--- config.mk ---
export PLATFORM = sky130hd
export DESIGN_NAME = dps_bit_select
export DESIGN_NICKNAME = d
export VERILOG_FILES = /design/src/include/dps_pkg.sv /design/src/core/dps_bit_select.sv
export VERILOG_INCLUDE_DIRS = /design/src /design/src/include
export SDC_FILE = /design/constraint.sdc
export NUM_CORES = 1
export LEC_CHECK = 0
export BUFFER_PORTS_ARGS = -buffer_cell sky130_fd_sc_hd__buf_2
export CAP_MARGIN = 5
export CORE_MARGIN = 10
export CORE_UTILIZATION = 50
export CTS_CLUSTER_SIZE = 8
export DETAILED_ROUTE_END_ITERATION = 12
export GPL_TIMING_DRIVEN = 0
export PLACE_DENSITY = 0.83
export SLEW_MARGIN = 25
export SYNTH_ARGS = -nofsm -noshare
export SYNTH_HDL_FRONTEND = slang
export SYNTH_SLANG_ARGS = --single-unit
--- constraint.sdc ---
create_clock -name i_clk -period 4.96 [get_ports i_clk]
set_clock_uncertainty 0.05 [all_clocks]
set_input_delay 0.496 -clock i_clk [delete_from_list [all_inputs] [get_ports i_clk]]
set_output_delay 0.496 -clock i_clk [all_outputs]
set_load 0.02 [all_outputs]
--- src/include/dps_map.svh ---
// Offsets, field positions and codes for the discard pointer bit select block
`ifndef DPS_MAP_SVH
`define DPS_MAP_SVH
`define DPS_ADDR_W          10
`define DPS_REG_OFFSET      10'h210
`define DPS_DATA_W          16
`define DPS_SEL_W           6
`define DPS_SEL2_LSB        0
`define DPS_SEL3_LSB        6
`define DPS_WR_MASK         16'h0fff
`define DPS_CODE_FORCE0     6'h30
`define DPS_CODE_TANDEM     6'h20
`define DPS_CODE_BUS        6'h30
`define DPS_CELL_W          32
`define DPS_RTE_W           16
`define DPS_SEL_RESET       6'h30
`define DPS_POS2            2
`define DPS_POS3            3
`define DPS_OFFSET_W        13
`endif

--- src/include/dps_pkg.sv ---
// Types for the discard pointer bit select block
package dps_pkg;
  typedef struct packed {
    logic [31:0] cell_hdr;
    logic [15:0] tandem_hdr;
    logic [15:0] bus_hdr;
  } dps_hdr_t;

  typedef struct packed {
    logic [5:0] bit3_src;
    logic [5:0] bit2_src;
  } dps_sel_t;
endpackage

--- src/core/dps_bit_select.sv ---
// Offset bits 2 and 3 of the discard state memory pointer, with select register
//
// Strobed register access was decided locally.
`timescale 1ns/100ps
`include "dps_map.svh"
module dps_bit_select
  import dps_pkg::*;
(
  input  wire logic                    i_clk,        // 125 MHz receive clock
  input  wire logic                    i_reset_n,    // Async reset, active low
  input  wire logic [`DPS_ADDR_W-1:0]  i_addr,       // Register address
  input  wire logic [`DPS_DATA_W-1:0]  i_wdata,      // Write data
  input  wire logic                    i_wr,         // Write strobe
  input  wire logic                    i_rd,         // Read strobe
  input  wire logic                    i_hdr_valid,  // Headers valid this cycle
  input  wire dps_hdr_t                i_hdr,        // Received headers
  input  wire logic [1:0]              i_offset_lo,  // Offset bits 1:0 from other selects
  input  wire logic [`DPS_OFFSET_W-5:0] i_offset_hi, // Offset bits 12:4 from other selects
  output logic [`DPS_DATA_W-1:0]       o_rdata,      // Read data, one cycle later
  output logic [`DPS_OFFSET_W-1:0]     o_offset,     // State memory offset
  output logic                         o_offset_vld  // Offset valid
);

  // ==========================================================================
  // Header bit selection
  // ==========================================================================
  function automatic logic pick_bit(input logic [5:0] code, input dps_hdr_t hdr);
    logic b;
    b = 1'b0;
    if (code == `DPS_CODE_FORCE0)
      b = 1'b0;
    else if (code >= `DPS_CODE_BUS)
      b = hdr.bus_hdr[code[3:0]];
    else if (code >= `DPS_CODE_TANDEM)
      b = hdr.tandem_hdr[code[3:0]];
    else
      b = hdr.cell_hdr[code[4:0]];
    return b;
  endfunction

  // ==========================================================================
  // Source range decode
  // ==========================================================================
  // Used by the second group of checks; the first group spells its ranges inline
  function automatic logic src_is_force(input logic [5:0] code);
    return (code == `DPS_CODE_FORCE0);
  endfunction

  function automatic logic src_is_cell(input logic [5:0] code);
    return (code < `DPS_CODE_TANDEM);
  endfunction

  function automatic logic src_is_tandem(input logic [5:0] code);
    return (code >= `DPS_CODE_TANDEM) && (code < `DPS_CODE_BUS);
  endfunction

  // Lowest bus code is taken by the force meaning
  function automatic logic src_is_bus(input logic [5:0] code);
    return (code > `DPS_CODE_BUS);
  endfunction

  // ==========================================================================
  // Select register
  // ==========================================================================
  dps_sel_t                    sel_r;
  dps_sel_t                    sel_nxt;
  logic [`DPS_DATA_W-1:0]      rdata_r;
  logic [`DPS_DATA_W-1:0]      rdata_nxt;
  logic                        hit;

  assign hit = (i_addr == `DPS_REG_OFFSET);

  always_comb
  begin
    sel_nxt   = sel_r;
    rdata_nxt = '0;
    if (i_wr && hit)
    begin
      sel_nxt.bit2_src = i_wdata[`DPS_SEL2_LSB +: `DPS_SEL_W];
      sel_nxt.bit3_src = i_wdata[`DPS_SEL3_LSB +: `DPS_SEL_W];
    end
    if (i_rd && hit)
      rdata_nxt = {4'h0, sel_r} & `DPS_WR_MASK;
  end

  // Reset to the forcing code so no header bit leaks before setup
  always_ff @(posedge i_clk or negedge i_reset_n)
  begin
    if (!i_reset_n)
    begin
      sel_r   <= {`DPS_SEL_RESET, `DPS_SEL_RESET};
      rdata_r <= '0;
    end
    else
    begin
      sel_r   <= sel_nxt;
      rdata_r <= rdata_nxt;
    end
  end

  assign o_rdata = rdata_r;

  // ==========================================================================
  // Offset build
  // ==========================================================================
  logic [`DPS_OFFSET_W-1:0]    offset_r;
  logic [`DPS_OFFSET_W-1:0]    offset_nxt;
  logic                        vld_r;
  logic                        vld_nxt;

  always_comb
  begin
    offset_nxt = offset_r;
    vld_nxt    = i_hdr_valid;
    if (i_hdr_valid)
    begin
      offset_nxt = {i_offset_hi,
                    pick_bit(sel_r.bit3_src, i_hdr),
                    pick_bit(sel_r.bit2_src, i_hdr),
                    i_offset_lo};
    end
  end

  always_ff @(posedge i_clk or negedge i_reset_n)
  begin
    if (!i_reset_n)
    begin
      offset_r <= '0;
      vld_r    <= 1'b0;
    end
    else
    begin
      offset_r <= offset_nxt;
      vld_r    <= vld_nxt;
    end
  end

  assign o_offset     = offset_r;
  assign o_offset_vld = vld_r;
endmodule

# [Yosys cells after proc, flatten, opt, wreduce, memory -nomap -nowiden]
# Index checks and enable logic that the tools add are counted.
[op_classes] magnitude_cmp=8 n_eq_ne=3 mux=19 n_reduce_logical=2
[op_table] operator="6-bit >= comparator (second input constant)" n=4
[op_table] operator="1-bit binary-select mux with 4-bit select" n=4
[op_table] operator="6-bit == test (second input constant)" n=2
[op_table] operator="5-bit by 6-bit < comparator with 1-bit output (second input constant)" n=2
[op_table] operator="1-bit 2-to-1 mux" n=12
[op_table] operator="12-bit 2-to-1 mux" n=1
[op_table] operator="1-bit binary-select mux with 5-bit select" n=2
[op_table] operator="10-bit == test (second input constant)" n=1
[op_table] operator="4-bit by 5-bit < comparator with 1-bit output (second input constant)" n=2
[op_table] operator="1-bit logical AND" n=2
[totals] regBits=38 input_bits=106 output_inout_bits=30 wordCells=37

# [Longest topological paths before layout]
# Gate-level depths: netlist of run 1.
[logic_depth] ltp_word=5 depth_mapped=8 depth_no_buf=5

# [Worst setup path after synthesis of run 1]
# No wires, ideal clock.
[synth_timing] kind="input -> register" start="input i_addr[7]" end="register sel_r[2] in the netlist's numbering" setup_time_ns=0.125 t_arrival_ns=1.545 required_time_ns=4.785 setup_slack_ns=3.240 stages=4 path_buffers=1 cell_sequence="nor4b_1 -> nand4_1 -> buf_1 -> mux2_2"
[synth_between] elab_chain_cells=2
[synth_lines] element="from (decl)" line_no="dps_bit_select.sv:11" rtl="input wire logic [`DPS_ADDR_W-1:0] i_addr,"
[synth_lines] element="10-bit == test (no line)"
[synth_lines] element="1-bit logical AND" line_no="dps_bit_select.sv:77" rtl="if (i_wr && hit)"
[synth_lines] element="to (signal assigned)" line_no="dps_bit_select.sv:91" rtl="sel_r <= {`DPS_SEL_RESET, `DPS_SEL_RESET};"
[synth_lines] element="to (signal assigned)" line_no="dps_bit_select.sv:96" rtl="sel_r <= sel_nxt;"
[synth_lines] element="to (decl)" line_no="dps_bit_select.sv:65" rtl="dps_sel_t sel_r;"
# No other way between the ends.
# A chain may end at the register's enable or synchronous reset.

# [Worst setup path in the final report of run 1]
[layout_timing] start="register sel_r[0] in the netlist's numbering" end="register offset_r[2] (netlist: o_offset[2])"
[layout_between] elab_chain_cells=5 elab_cells_between_ends=12 classes_between="order compare (2); eq/ne (1); mux (9)"
[layout_lines] element="1-bit binary-select mux with 5-bit select or 1-bit binary-select mux with 4-bit select (tied branches)" line_no="dps_bit_select.sv:37, dps_bit_select.sv:35"
[layout_lines] element="1-bit 2-to-1 mux (on tied branches)" line_no="dps_bit_select.sv:37, dps_bit_select.sv:35"
[layout_lines] element="1-bit 2-to-1 mux" line_no="dps_bit_select.sv:34" rtl="else if (code >= `DPS_CODE_TANDEM)"
[layout_lines] element="1-bit 2-to-1 mux" line_no="dps_bit_select.sv:32" rtl="else if (code >= `DPS_CODE_BUS)"
[layout_lines] element="1-bit 2-to-1 mux *" line_no="dps_bit_select.sv:30" rtl="if (code == `DPS_CODE_FORCE0)"
[layout_lines] element="to (signal assigned)" line_no="dps_bit_select.sv:133" rtl="offset_r <= offset_nxt;"
[layout_lines] element="to (decl)" line_no="dps_bit_select.sv:106" rtl="logic [`DPS_OFFSET_W-1:0] offset_r;"
# Mark *: on every way between the ends. The rest lies on a longest branch, timed or not. The select of a mux whose other input is x is not followed.

==> results of run 1 <==
-- area by class of cell --
type / count / area share, %
Multi-Input combinational cell: 146 / 44.58
Inverter: 2 / 0.2086
Buffer: 22 / 4.590
Clock buffer: 6 / 2.295
Timing Repair Buffer: 127 / 17.66
Tap cell: 70 / 2.434
Clock inverter: 2 / 1.669
Sequential cell: 38 / 26.56
-- power by group --
| part | switching, mW | internal (mW) |
|---|---|---|
| Combinational | 0.0693 | 0.0773 |
| Clock | 0.113 | 0.214 |
| Sequential | 0.00622 | 0.322 |
-- critical path, stage by stage, from the launching register on --
cell and delay (ns):
dfrtp_1 0.36, buf_6 0.15, mux4_1 0.55, mux2i_1 0.25
nor3b_1 0.08, a311oi_1 0.29, a2111oi_2 0.12
-- flip-flops by register name, indices dropped and copies added (netlist names) --
name / count
o_offset: 13
o_rdata: 12
sel_r: 12
o_offset_vld: 1
-- how the worst max path moves through the flow --
stage	startpoint	end	slack (ns)	depth (start not counted)
final	sel_r[0]$_DFFE_PN0P_	o_offset[2]$_DFFE_PN0P_	2.97	6
after global routing	sel_r[0]$_DFFE_PN0P_	o_offset[2]$_DFFE_PN0P_	2.88	6
after floorplan	i_addr[7]	sel_r[2]$_DFFE_PN0P_	3.24	4
after CTS	sel_r[0]$_DFFE_PN0P_	o_offset[2]$_DFFE_PN0P_	3.00	6
after detailed placement	i_addr[7]	sel_r[6]$_DFFE_PN0P_	2.92	5
after global placement	i_addr[7]	sel_r[2]$_DFFE_PN0P_	2.97	5
-- layout by cell type, fill, tap and decap left out --
cell	n
buf_2	131
dfrtp_1	34
mux2_2	23
mux4_1	22
mux2i_1	22
and2_1	12
nor2b_1	9
clkbuf_1	7
nor2_1	6
nand2_1	6
nand3_1	6
clkbuf_8	6
buf_6	4
or4_1	4
buf_4	4
conb_1	4
dfstp_2	4
nand4_1	3
buf_12	2
nand2b_1	2
a22oi_1	2
nor3b_1	2
a311oi_1	2
o2111ai_1	2
o2111a_1	2
nand3b_1	2
inv_1	2
a2111oi_0	2
a21oi_1	2
mux2_1	2
mux4_2	2
a31oi_1	2
a2111oi_2	2
bufinv_16	2
nor4_1	1
nor4b_1	1
and4_1	1
buf_1	1
-- cell families (layout without fill, tap and decap cells) --
| logic type | after synthesis | after routing |
|---|---|---|
| compound gates | 16 | 16 |
| mux | 71 | 71 |
| buf+inv | 24 | 159 |
| simple gates | 55 | 55 |
| other cells | 1 | 4 |
| flops | 38 | 38 |
-- routing by layer --
layer	GRT usage (%)	wire, um	share of wire [%]
met5	0	0	0
met4	4.684	87	1.1
met3	6.555	751	9.3
met2	32.43	4005	49
met1	20.37	3269	40
==> out/metrics.csv, run 1 <==
metric,value,unit
fmax,502.1,MHz
post-synthesis compound-gate area fraction,5.241,%
R2R setup slack,2.97,ns
Resize count post-CTS,0,
max_slew headroom,44.71,%
core area,5205,um^2
worst-case reg-to-reg path depth,6,
Worst setup EP type,flip-flop,
FILL cells,415,
die area,8794,um^2
number of setup buffers added after CTS,0,
Yosys top cell area share,31.26,%
top post-synthesis cells by area,"dfrtp_1 31%, mux4_1 21%, mux2_2 9.5%",
largest net degree at the start of global routing,39,
port bufs,127,
total wire length,8114,um
Register Area,955.9,um^2
fin nets,448,
maximum VDD drop,0.1408,mV
GRT Overall Usage,18.35,%
GP Congestion,0.9180,
vias per cell,5.593,
Leakage,1.682,nW
drt drc,0,
post-synthesis simple-gate area fraction,11.82,%
Unique masters post-synth,36,
final instance area,3598,um^2
Cells after Synth,205,
WP data arrival,2.10,ns
Worst-path clk slew,0.08,ns
die width,93.78,um
status,"complete, no violations",
CTS tree,yes,
actual slew at the worst max-slew pin,0.8294,ns
Final Util,69.13,%
Max-Cap Viols,0,
Yosys warning count,0,
Clock Latency Late Sink,0.30,ns
most frequent cells after synthesis,"34 x dfrtp_1, 23 x mux2_2, 22 x mux2i_1, 22 x mux4_1, 12 x and2_1",
setup TNS,0,ns
Post-Place Worst Slack,2.917,ns
pwr/cell area,223.1,nW/um^2
post-synthesis instance area,2721,um^2
Adder-Cell Fraction of Synth Area,0,%
worst-path fanout max,6,
Hold WS,0.2464,ns
cell with the most instances after synthesis,dfrtp_1,
mux contribution to synthesized area,41.33,%
total CTS buffers,5,
Die Span Y,93.78,um
CP Class,flip-flop to flip-flop,
cell accounting for the most synthesized area,dfrtp_1,
Worst Path Required,5.07,ns
reg-to-reg startpoint,sel_r[0]$_DFFE_PN0P_,
global route overflow,0,
RSZ-0062 raised after global routing,no,
fraction of layout instances using a drive strength above 1,52.48,%
"EDFF count, synth",0,
DPL Wire Length,6671,um
routed via count,2310,
Period minus WS final,1.992,ns
Post-synth top flop,dfrtp_1,
final hold vios,0,
Worst setup SP type,flip-flop,
Final setup viols,0,
Reg-to-Reg End,o_offset[2]$_DFFE_PN0P_,
row cnt,26,
"FF+latch count, synth",38,
final setup margin,2.968,ns
global-route wire length before repair,12790,um
area grow syn2layout,32.23,%
HP Class,primary input to async pin,
Initial Util,52.28,%
# IOs,136,
initial antenna violation count,0,
overall power,802.8,uW
CTS Buffer Depth,2,
multi-input logic area,1604,um^2
1st-iter DRT viols,100,
CTS root buffer,clkbuf_8,
Tcrit/Tclk final,40.15,%
Routed Antenna Nets,0,
DRT Pass-1 Iters,4,
wire per inst,19.65,um
main combinational cell family by area after synthesis,multiplexers,
fin cells,413,
number of antenna repair diodes,0,
mean area per synthesized cell,13.27,um^2
hold buffers post-CTS,0,
vias in the first global route,2627,
H-Tree Depth,2,
"Seq/Total Area, Yosys",35.13,%
Post-Place Cell Area,3456,um^2
Async SR Flop Fraction,100.0,%
CTS sink count,38,
Synth Area in XOR/XNOR,0,%
Max Transition Viols Final,0,
placed cells,405,
No activity file was read; power rests on OpenSTA's default activity.
==> run 2, diff against run 1 <==
--- a/config.mk
+++ b/config.mk
@@ -9,11 +9,11 @@
 export BUFFER_PORTS_ARGS = -buffer_cell sky130_fd_sc_hd__buf_2
 export CAP_MARGIN = 5
 export CORE_MARGIN = 10
-export CORE_UTILIZATION = 50
+export CORE_UTILIZATION = 46
 export CTS_CLUSTER_SIZE = 8
 export DETAILED_ROUTE_END_ITERATION = 12
 export GPL_TIMING_DRIVEN = 0
-export PLACE_DENSITY = 0.83
+export PLACE_DENSITY = 0.77
 export SLEW_MARGIN = 25
 export SYNTH_ARGS = -nofsm -noshare
 export SYNTH_HDL_FRONTEND = slang
==> constraint.sdc (replaced) <==
create_clock -name i_clk -period 1.9 [get_ports i_clk]
set_clock_uncertainty 0.05 [all_clocks]
set_input_delay 0.19 -clock i_clk [delete_from_list [all_inputs] [get_ports i_clk]]
set_output_delay 0.19 -clock i_clk [all_outputs]
set_load 0.02 [all_outputs]
==> run 2 against run 1 <==
  * The flow now finishes with violations (setup timing)
  * Global-route usage down 2.2 points
  * Fmax up 2.4%
  * Routed wire length down 3.9%
  * Register-to-register slack worse by 3.0 ns
  * Non-clock buffer count up 2
  * Cell count up 0.97%
  * Design area about the same
  * Core utilization down 4.9 points
  * Power up 130%
  * Combinational power rose to 2.7 times the previous value
  * Critical path type unchanged
  * Critical endpoint unchanged
  * Largest power group unchanged
  * Highest routed layer unchanged
==> out/metrics.csv, run 2 (same netlist as run 1, synthesis figures left out) <==
metric,value,unit
Worst Path Required,2.01,ns
"commonest non-fill, non-tap cell in the layout",buf_2,
hold path startpoint,i_wdata[1],
violated checks,setup timing,
die width,96.92,um
Initial Util,48.53,%
fraction of layout instances using a drive strength above 1,55.36,%
largest net degree at the start of global routing,39,
port bufs,127,
GRT Overall Usage,16.12,%
total wire length,7797,um
Die Span Y,96.92,um
core area,5608,um^2
worst-path fanout max,6,
drt drc,0,
combinational share of power,21.4,%
Reg-to-Reg End,o_offset[2]$_DFFE_PN0P_,
initial antenna violation count,0,
Post-Place Cell Area,3458,um^2
final instance area,3600,um^2
fin nets,450,
sequential group share of total power,47.2,%
"leading cell types in the layout, fill and taps excluded","131 x buf_2, 34 x dfrtp_1, 23 x mux2_2",
Routed Antenna Nets,0,
row cnt,27,
Worst setup EP type,flip-flop,
number of antenna repair diodes,0,
Max-Cap Viols,0,
CP Class,flip-flop to flip-flop,
WP data arrival,2.06,ns
RSZ-0062 raised after global routing,yes,
DPL Wire Length,6370,um
P_sw,481.5,uW
internal power,1.341,mW
Leakage,1.676,nW
wire per inst,18.70,um
total CTS buffers,5,
# IOs,136,
1st-iter DRT viols,132,
Final setup viols,1,
HP Class,primary input to flip-flop,
status,"finished, violations left",
global-route wire length before repair,12410,um
Tcrit/Tclk final,102.4,%
Period minus WS final,1.945,ns
CTS Buffer Depth,2,
reg-to-reg startpoint,sel_r[0]$_DFFE_PN0P_,
CTS tree,yes,
switching part of the total,26.42,%
Worst-path clk slew,0.07,ns
max reg flops,13,
final setup margin,-0.04531,ns
DRT Pass-1 Iters,4,
final hold vios,0,
vias in the first global route,2412,
worst setup path startpoint,sel_r[0]$_DFFE_PN0P_,
CTS root buffer,clkbuf_8,
area grow syn2layout,32.28,%
Clk network pwr share,31.5,%
cell depth of the worst hold path,2,
die area,9393,um^2
Clock Latency Late Sink,0.29,ns
maximum VDD drop,0.4177,mV
H-Tree Depth,2,
routed via count,2253,
Worst setup SP type,flip-flop,
global route overflow,0,
max_slew headroom,45.88,%
WHS Endpoint,sel_r[1]$_DFFE_PN0P_,
pwr/cell area,506.3,nW/um^2
Max Transition Viols Final,0,
fmax,514.1,MHz
FILL cells,485,
Post-Place Worst Slack,-0.04507,ns
GP Congestion,0.8792,
worst-case reg-to-reg path depth,6,
R2R setup slack,-0.05,ns
CTS sink count,38,
vias per cell,5.403,
actual slew at the worst max-slew pin,0.8119,ns
-- run 2: cell types whose count changed in the layout (fill, tap and decap cells not counted), moves of 2 or more --
cell / before / now
mux4_1: 22 / 18
mux4_2: 2 / 6
clkbuf_1: 7 / 4
bufinv_16: 2 / 0
clkbuf_2: 0 / 2
dlygate4sd3_1: 0 / 2
-- run 2: how the worst max path moves through the flow --
stage / endpoint / slack, ns / depth (start not counted)
after floorplan: o_offset[2]$_DFFE_PN0P_ / 0.20 / 6
after global placement: o_offset[2]$_DFFE_PN0P_ / -0.02 / 6
after detailed placement: o_offset[2]$_DFFE_PN0P_ / -0.05 / 7
after CTS: o_offset[2]$_DFFE_PN0P_ / -0.03 / 6
after global routing: o_offset[2]$_DFFE_PN0P_ / -0.09 / 7
final: o_offset[2]$_DFFE_PN0P_ / -0.05 / 6
-- run 2: repair_timing --
action,4_1_cts,5_1_grt
hold endpoints to repair,35,0
buffers inserted,0,1
hold buffers,2,0
pin swaps,4,6
setup endpoints to repair,1,12
resized for setup,6,8
-- run 2: metal layers --
metal / global-route usage, % / wire length (um) / share of wire, %
met5: 0 / 0 / 0
met4: 4.171 / 69 / 0.88
met3: 3.620 / 393 / 5.0
met2: 28.22 / 4111 / 53
met1: 19.32 / 3223 / 41
-- run 2: layout make-up --
cell class                 instances  area (um^2)  area share [%]
buffer                            21        163.9           4.553
clock buffer                       6        82.58           2.294
clock inverter                     2        12.51          0.3476
inverter                           2        7.507          0.2086
multi-input combinational        146         1624           45.12
sequential                        38        955.9           26.56
tap                               72        90.09           2.503
timing repair buffer             130        663.1           18.42
-- run 2: per-stage QoR --
| step | util, % | hold WS [ns] | cells | power (mW) | TNS (ns) |
|---|---|---|---|---|---|
| floorplan | - | -0.1556 | 208 | 1.068 | 0 |
| global placement | 61.67 | 0.2603 | 407 | 1.245 | -0.01756 |
| detailed placement | 61.67 | 0.2633 | 407 | 1.257 | -0.04507 |
| CTS | 64.08 | 0.07249 | 417 | 1.833 | -0.02596 |
| global route | 64.19 | 0.07026 | 417 | 1.904 | -0.09485 |
| finish | 64.19 | 0.07652 | 417 | 1.823 | -0.04531 |
-- run 2: worst max-delay path, cell delays in order (launching register included) --
cell       delay, ns
dfrtp_1         0.36
buf_6           0.14
mux4_2          0.52
mux2i_2         0.23
nor3b_2         0.08
a311oi_2        0.32
a2111oi_4       0.12
-- run 2: power by group through the flow --
stage	Combinational, mW	Sequential [mW]	Clock [mW]
floorplan	0.159	0.909	0
global placement	0.372	0.872	0
detailed placement	0.381	0.876	0
CTS	0.391	0.860	0.582
global route	0.425	0.864	0.615
finish	0.390	0.859	0.573
==> run 3, diff against run 2 <==
--- a/config.mk
+++ b/config.mk
@@ -6,14 +6,16 @@
 export SDC_FILE = /design/constraint.sdc
 export NUM_CORES = 1
 export LEC_CHECK = 0
+export ABC_AREA = 1
 export BUFFER_PORTS_ARGS = -buffer_cell sky130_fd_sc_hd__buf_2
 export CAP_MARGIN = 5
 export CORE_MARGIN = 10
-export CORE_UTILIZATION = 46
+export CORE_UTILIZATION = 48
 export CTS_CLUSTER_SIZE = 8
 export DETAILED_ROUTE_END_ITERATION = 12
+export GPL_ROUTABILITY_DRIVEN = 0
 export GPL_TIMING_DRIVEN = 0
-export PLACE_DENSITY = 0.77
+export PLACE_DENSITY = 0.79
 export SLEW_MARGIN = 25
 export SYNTH_ARGS = -nofsm -noshare
 export SYNTH_HDL_FRONTEND = slang
==> run 3 against run 2 <==
  * The run now ends clean
  * Non-clock buffer count increased by 7
  * Core utilization decreased by 0.39 points
  * First-iteration DRC count increased by 140%
  * Critical path depth increased by 6
  * Fmax increased by 9.6%
  * Routed wire length increased by 26%
  * Via count increased by 53%
  * Synthesized cell count increased by 120%
  * Worst setup slack improved by 0.17 ns
  * Combinational power increased by 5%
  * Largest cell class unchanged
  * Highest routed layer unchanged
==> out/metrics.csv, run 3 <==
metric,value,unit
status,"complete, no violations",
pwr/cell area,475.7,nW/um^2
1st-iter DRT viols,311,
die width,98.05,um
internal power,1.267,mW
post-synthesis instance area,2924,um^2
setup TNS,0,ns
routed via count,3451,
Yosys top cell area share,29.10,%
P_sw,529.3,uW
vias per cell,5.113,
total wire length,9863,um
Crit path largest cell delay,0.52,ns
Routed Antenna Nets,0,
overall power,1.797,mW
core area,5921,um^2
Worst Path Required,2.08,ns
CP max-delay cell,dfrtp_1,
CP bufs+invs,2,
Final Util,63.80,%
Post-Place Cell Area,3665,um^2
Worst-path clk slew,0.08,ns
top post-synthesis cells by area,"dfrtp_1 29%, nand2_1 23%, nand3_1 11%",
Yosys warning count,0,
WHS Endpoint,o_offset_vld$_DFF_PN0_,
cell depth of the worst hold path,1,
"Seq/Total Area, Yosys",32.69,%
Worst setup SP type,flip-flop,
max_slew headroom,43.83,%
"leading cell types in the layout, fill and taps excluded","177 x nand2_1, 133 x buf_2, 66 x inv_1, 66 x nand3_1, 34 x dfrtp_1",
CTS tree,yes,
HP Class,primary input to flip-flop,
row cnt,28,
vias in the first global route,3534,
Hold WS,0.03101,ns
"FF+latch count, synth",38,
Post-synth top flop,dfrtp_1,
placed cells,665,
"EDFF count, synth",0,
Async SR Flop Fraction,100.0,%
Clock Latency Late Sink,0.28,ns
global-route wire length before repair,16100,um
WP data arrival,1.95,ns
sequential group share of total power,47.6,%
most frequent cells after synthesis,"177 x nand2_1, 66 x inv_1, 66 x nand3_1",
CP cell instances,"inv_1, nor2_2, nand2_1, nand2_1, inv_1, nand2_1, nand2_1, nand2_1, nand2_1, nand2_1, nand2_1, nand2_1",
area grow syn2layout,29.18,%
initial antenna violation count,0,
DPL Wire Length,7743,um
total CTS buffers,5,
Max Transition Viols Final,0,
cell with the most instances after synthesis,nand2_1,
critical path depth,12,
GRT Overall Usage,19.48,%
Max-Cap Viols,0,
fraction of layout instances using a drive strength above 1,29.38,%
Final setup viols,0,
drt drc,0,
port bufs,127,
CTS sink count,38,
wire per inst,14.61,um
most frequent CP cell,nand2_1,
cell accounting for the most synthesized area,dfrtp_1,
CP Class,flip-flop to flip-flop,
final hold vios,0,
Tcrit/Tclk final,93.41,%
Cells after Synth,460,
combinational share of power,22.8,%
final setup margin,0.1253,ns
Reg-to-Reg End,o_offset[3]$_DFFE_PN0P_,
Worst setup EP type,flip-flop,
R2R setup slack,0.13,ns
"CP delay by family, top",simple AND/OR/NAND/NOR gates,
reg-to-reg startpoint,sel_r[8]$_DFFE_PN0P_,
fin nets,704,
die area,9614,um^2
largest net degree at the start of global routing,39,
Leakage,2.211,nW
mean area per synthesized cell,6.357,um^2
Unique masters post-synth,23,
"commonest non-fill, non-tap cell in the layout",nand2_1,
CTS root buffer,clkbuf_8,
max reg flops,13,
fmax,563.5,MHz
Initial Util,49.39,%
Period minus WS final,1.775,ns
actual slew at the worst max-slew pin,0.8426,ns
H-Tree Depth,2,
CTS Buffer Depth,2,
switching part of the total,29.46,%
# IOs,136,
Post-Place Worst Slack,0.1303,ns
final instance area,3777,um^2
worst-case reg-to-reg path depth,12,
hold path startpoint,i_hdr_valid,
Clk network pwr share,29.6,%
maximum VDD drop,0.7143,mV
DRT Pass-1 Iters,5,
global route overflow,0,
fin cells,675,
worst-path fanout max,7,
RSZ-0062 raised after global routing,no,
Die Span Y,98.05,um
[run 3: cell types whose count changed in the layout (fill, tap and decap cells not counted), moves of 20 or more]
cell	delta
nand2_1	+171
nand3_1	+60
o211ai_1	+20
mux2i_1	-21
inv_1	+64
mux2_2	-23
[run 3: worst max-delay path by stage]
stage	to	from	slack, ns
5_1_grt	o_offset[3]$_DFFE_PN0P_	sel_r[6]$_DFFE_PN0P_	0.002
3_3_place_gp	o_offset[2]$_DFFE_PN0P_	sel_r[0]$_DFFE_PN0P_	0.15
3_5_place_dp	o_offset[2]$_DFFE_PN0P_	sel_r[0]$_DFFE_PN0P_	0.13
2_1_floorplan	o_offset[2]$_DFFE_PN0P_	sel_r[0]$_DFFE_PN0P_	0.42
6_report	o_offset[3]$_DFFE_PN0P_	sel_r[8]$_DFFE_PN0P_	0.13
4_1_cts	o_offset[3]$_DFFE_PN0P_	sel_r[6]$_DFFE_PN0P_	0.11
[run 3: cell families after synthesis]
kind of cell,after synthesis,synth area share [%]
compound gates,42,8.986
flops,38,32.69
buf+inv,98,13.95
other cells,1,0.1282
mux,12,5.905
simple gates,269,38.34
[run 3: final cells by class]
class	instances	area [um^2]
Clock inverter	2	10.01
Timing Repair Buffer	128	645.6
Multi-Input combinational cell	327	1574
Clock buffer	6	72.57
Buffer	30	167.7
Inverter	68	255.2
Antenna cell	1	2.502
Tap cell	75	93.84
Fill cell	585	2143
Sequential cell	38	955.9
[run 3: metal layers]
| metal | vias to the layer above | GRT usage [%] | share of wire [%] |
|---|---|---|---|
| li1 | 1709 | - | - |
| met1 | 1504 | 23.70 | 41 |
| met2 | 212 | 32.08 | 47 |
| met3 | 26 | 5.990 | 10 |
| met4 | 0 | 6.040 | 2.2 |
| met5 | - | 0 | 0 |
[run 3: worst reg2reg max path, stage by stage (launching register included)]
cell and delay (ns):
dfrtp_1 0.52, inv_1 0.24, nor2_2 0.24, nand2_1 0.08, nand2_1 0.08, inv_1 0.04
nand2_1 0.07, nand2_1 0.06, nand2_1 0.12, nand2_1 0.06, nand2_1 0.06, nand2_1 0.05
nand2_1 0.06
[run 3: timing repair]
action / 4_1_cts / 5_1_grt
hold buffers: 1 / 0
setup endpoints to repair: 0 / 2
setup buffers: 0 / 0
endpoints found under the hold margin: 34 / 0
gates resized for setup: 0 / 18
[run 3: power groups by stage]
stage          clock (mW)  sequential (mW)  combinational [mW]
2_1_floorplan           0            0.902               0.180
3_3_place_gp            0            0.869               0.394
3_5_place_dp            0            0.870               0.403
4_1_cts             0.547            0.856               0.406
5_1_grt             0.582            0.860               0.458
6_report            0.532            0.856               0.409
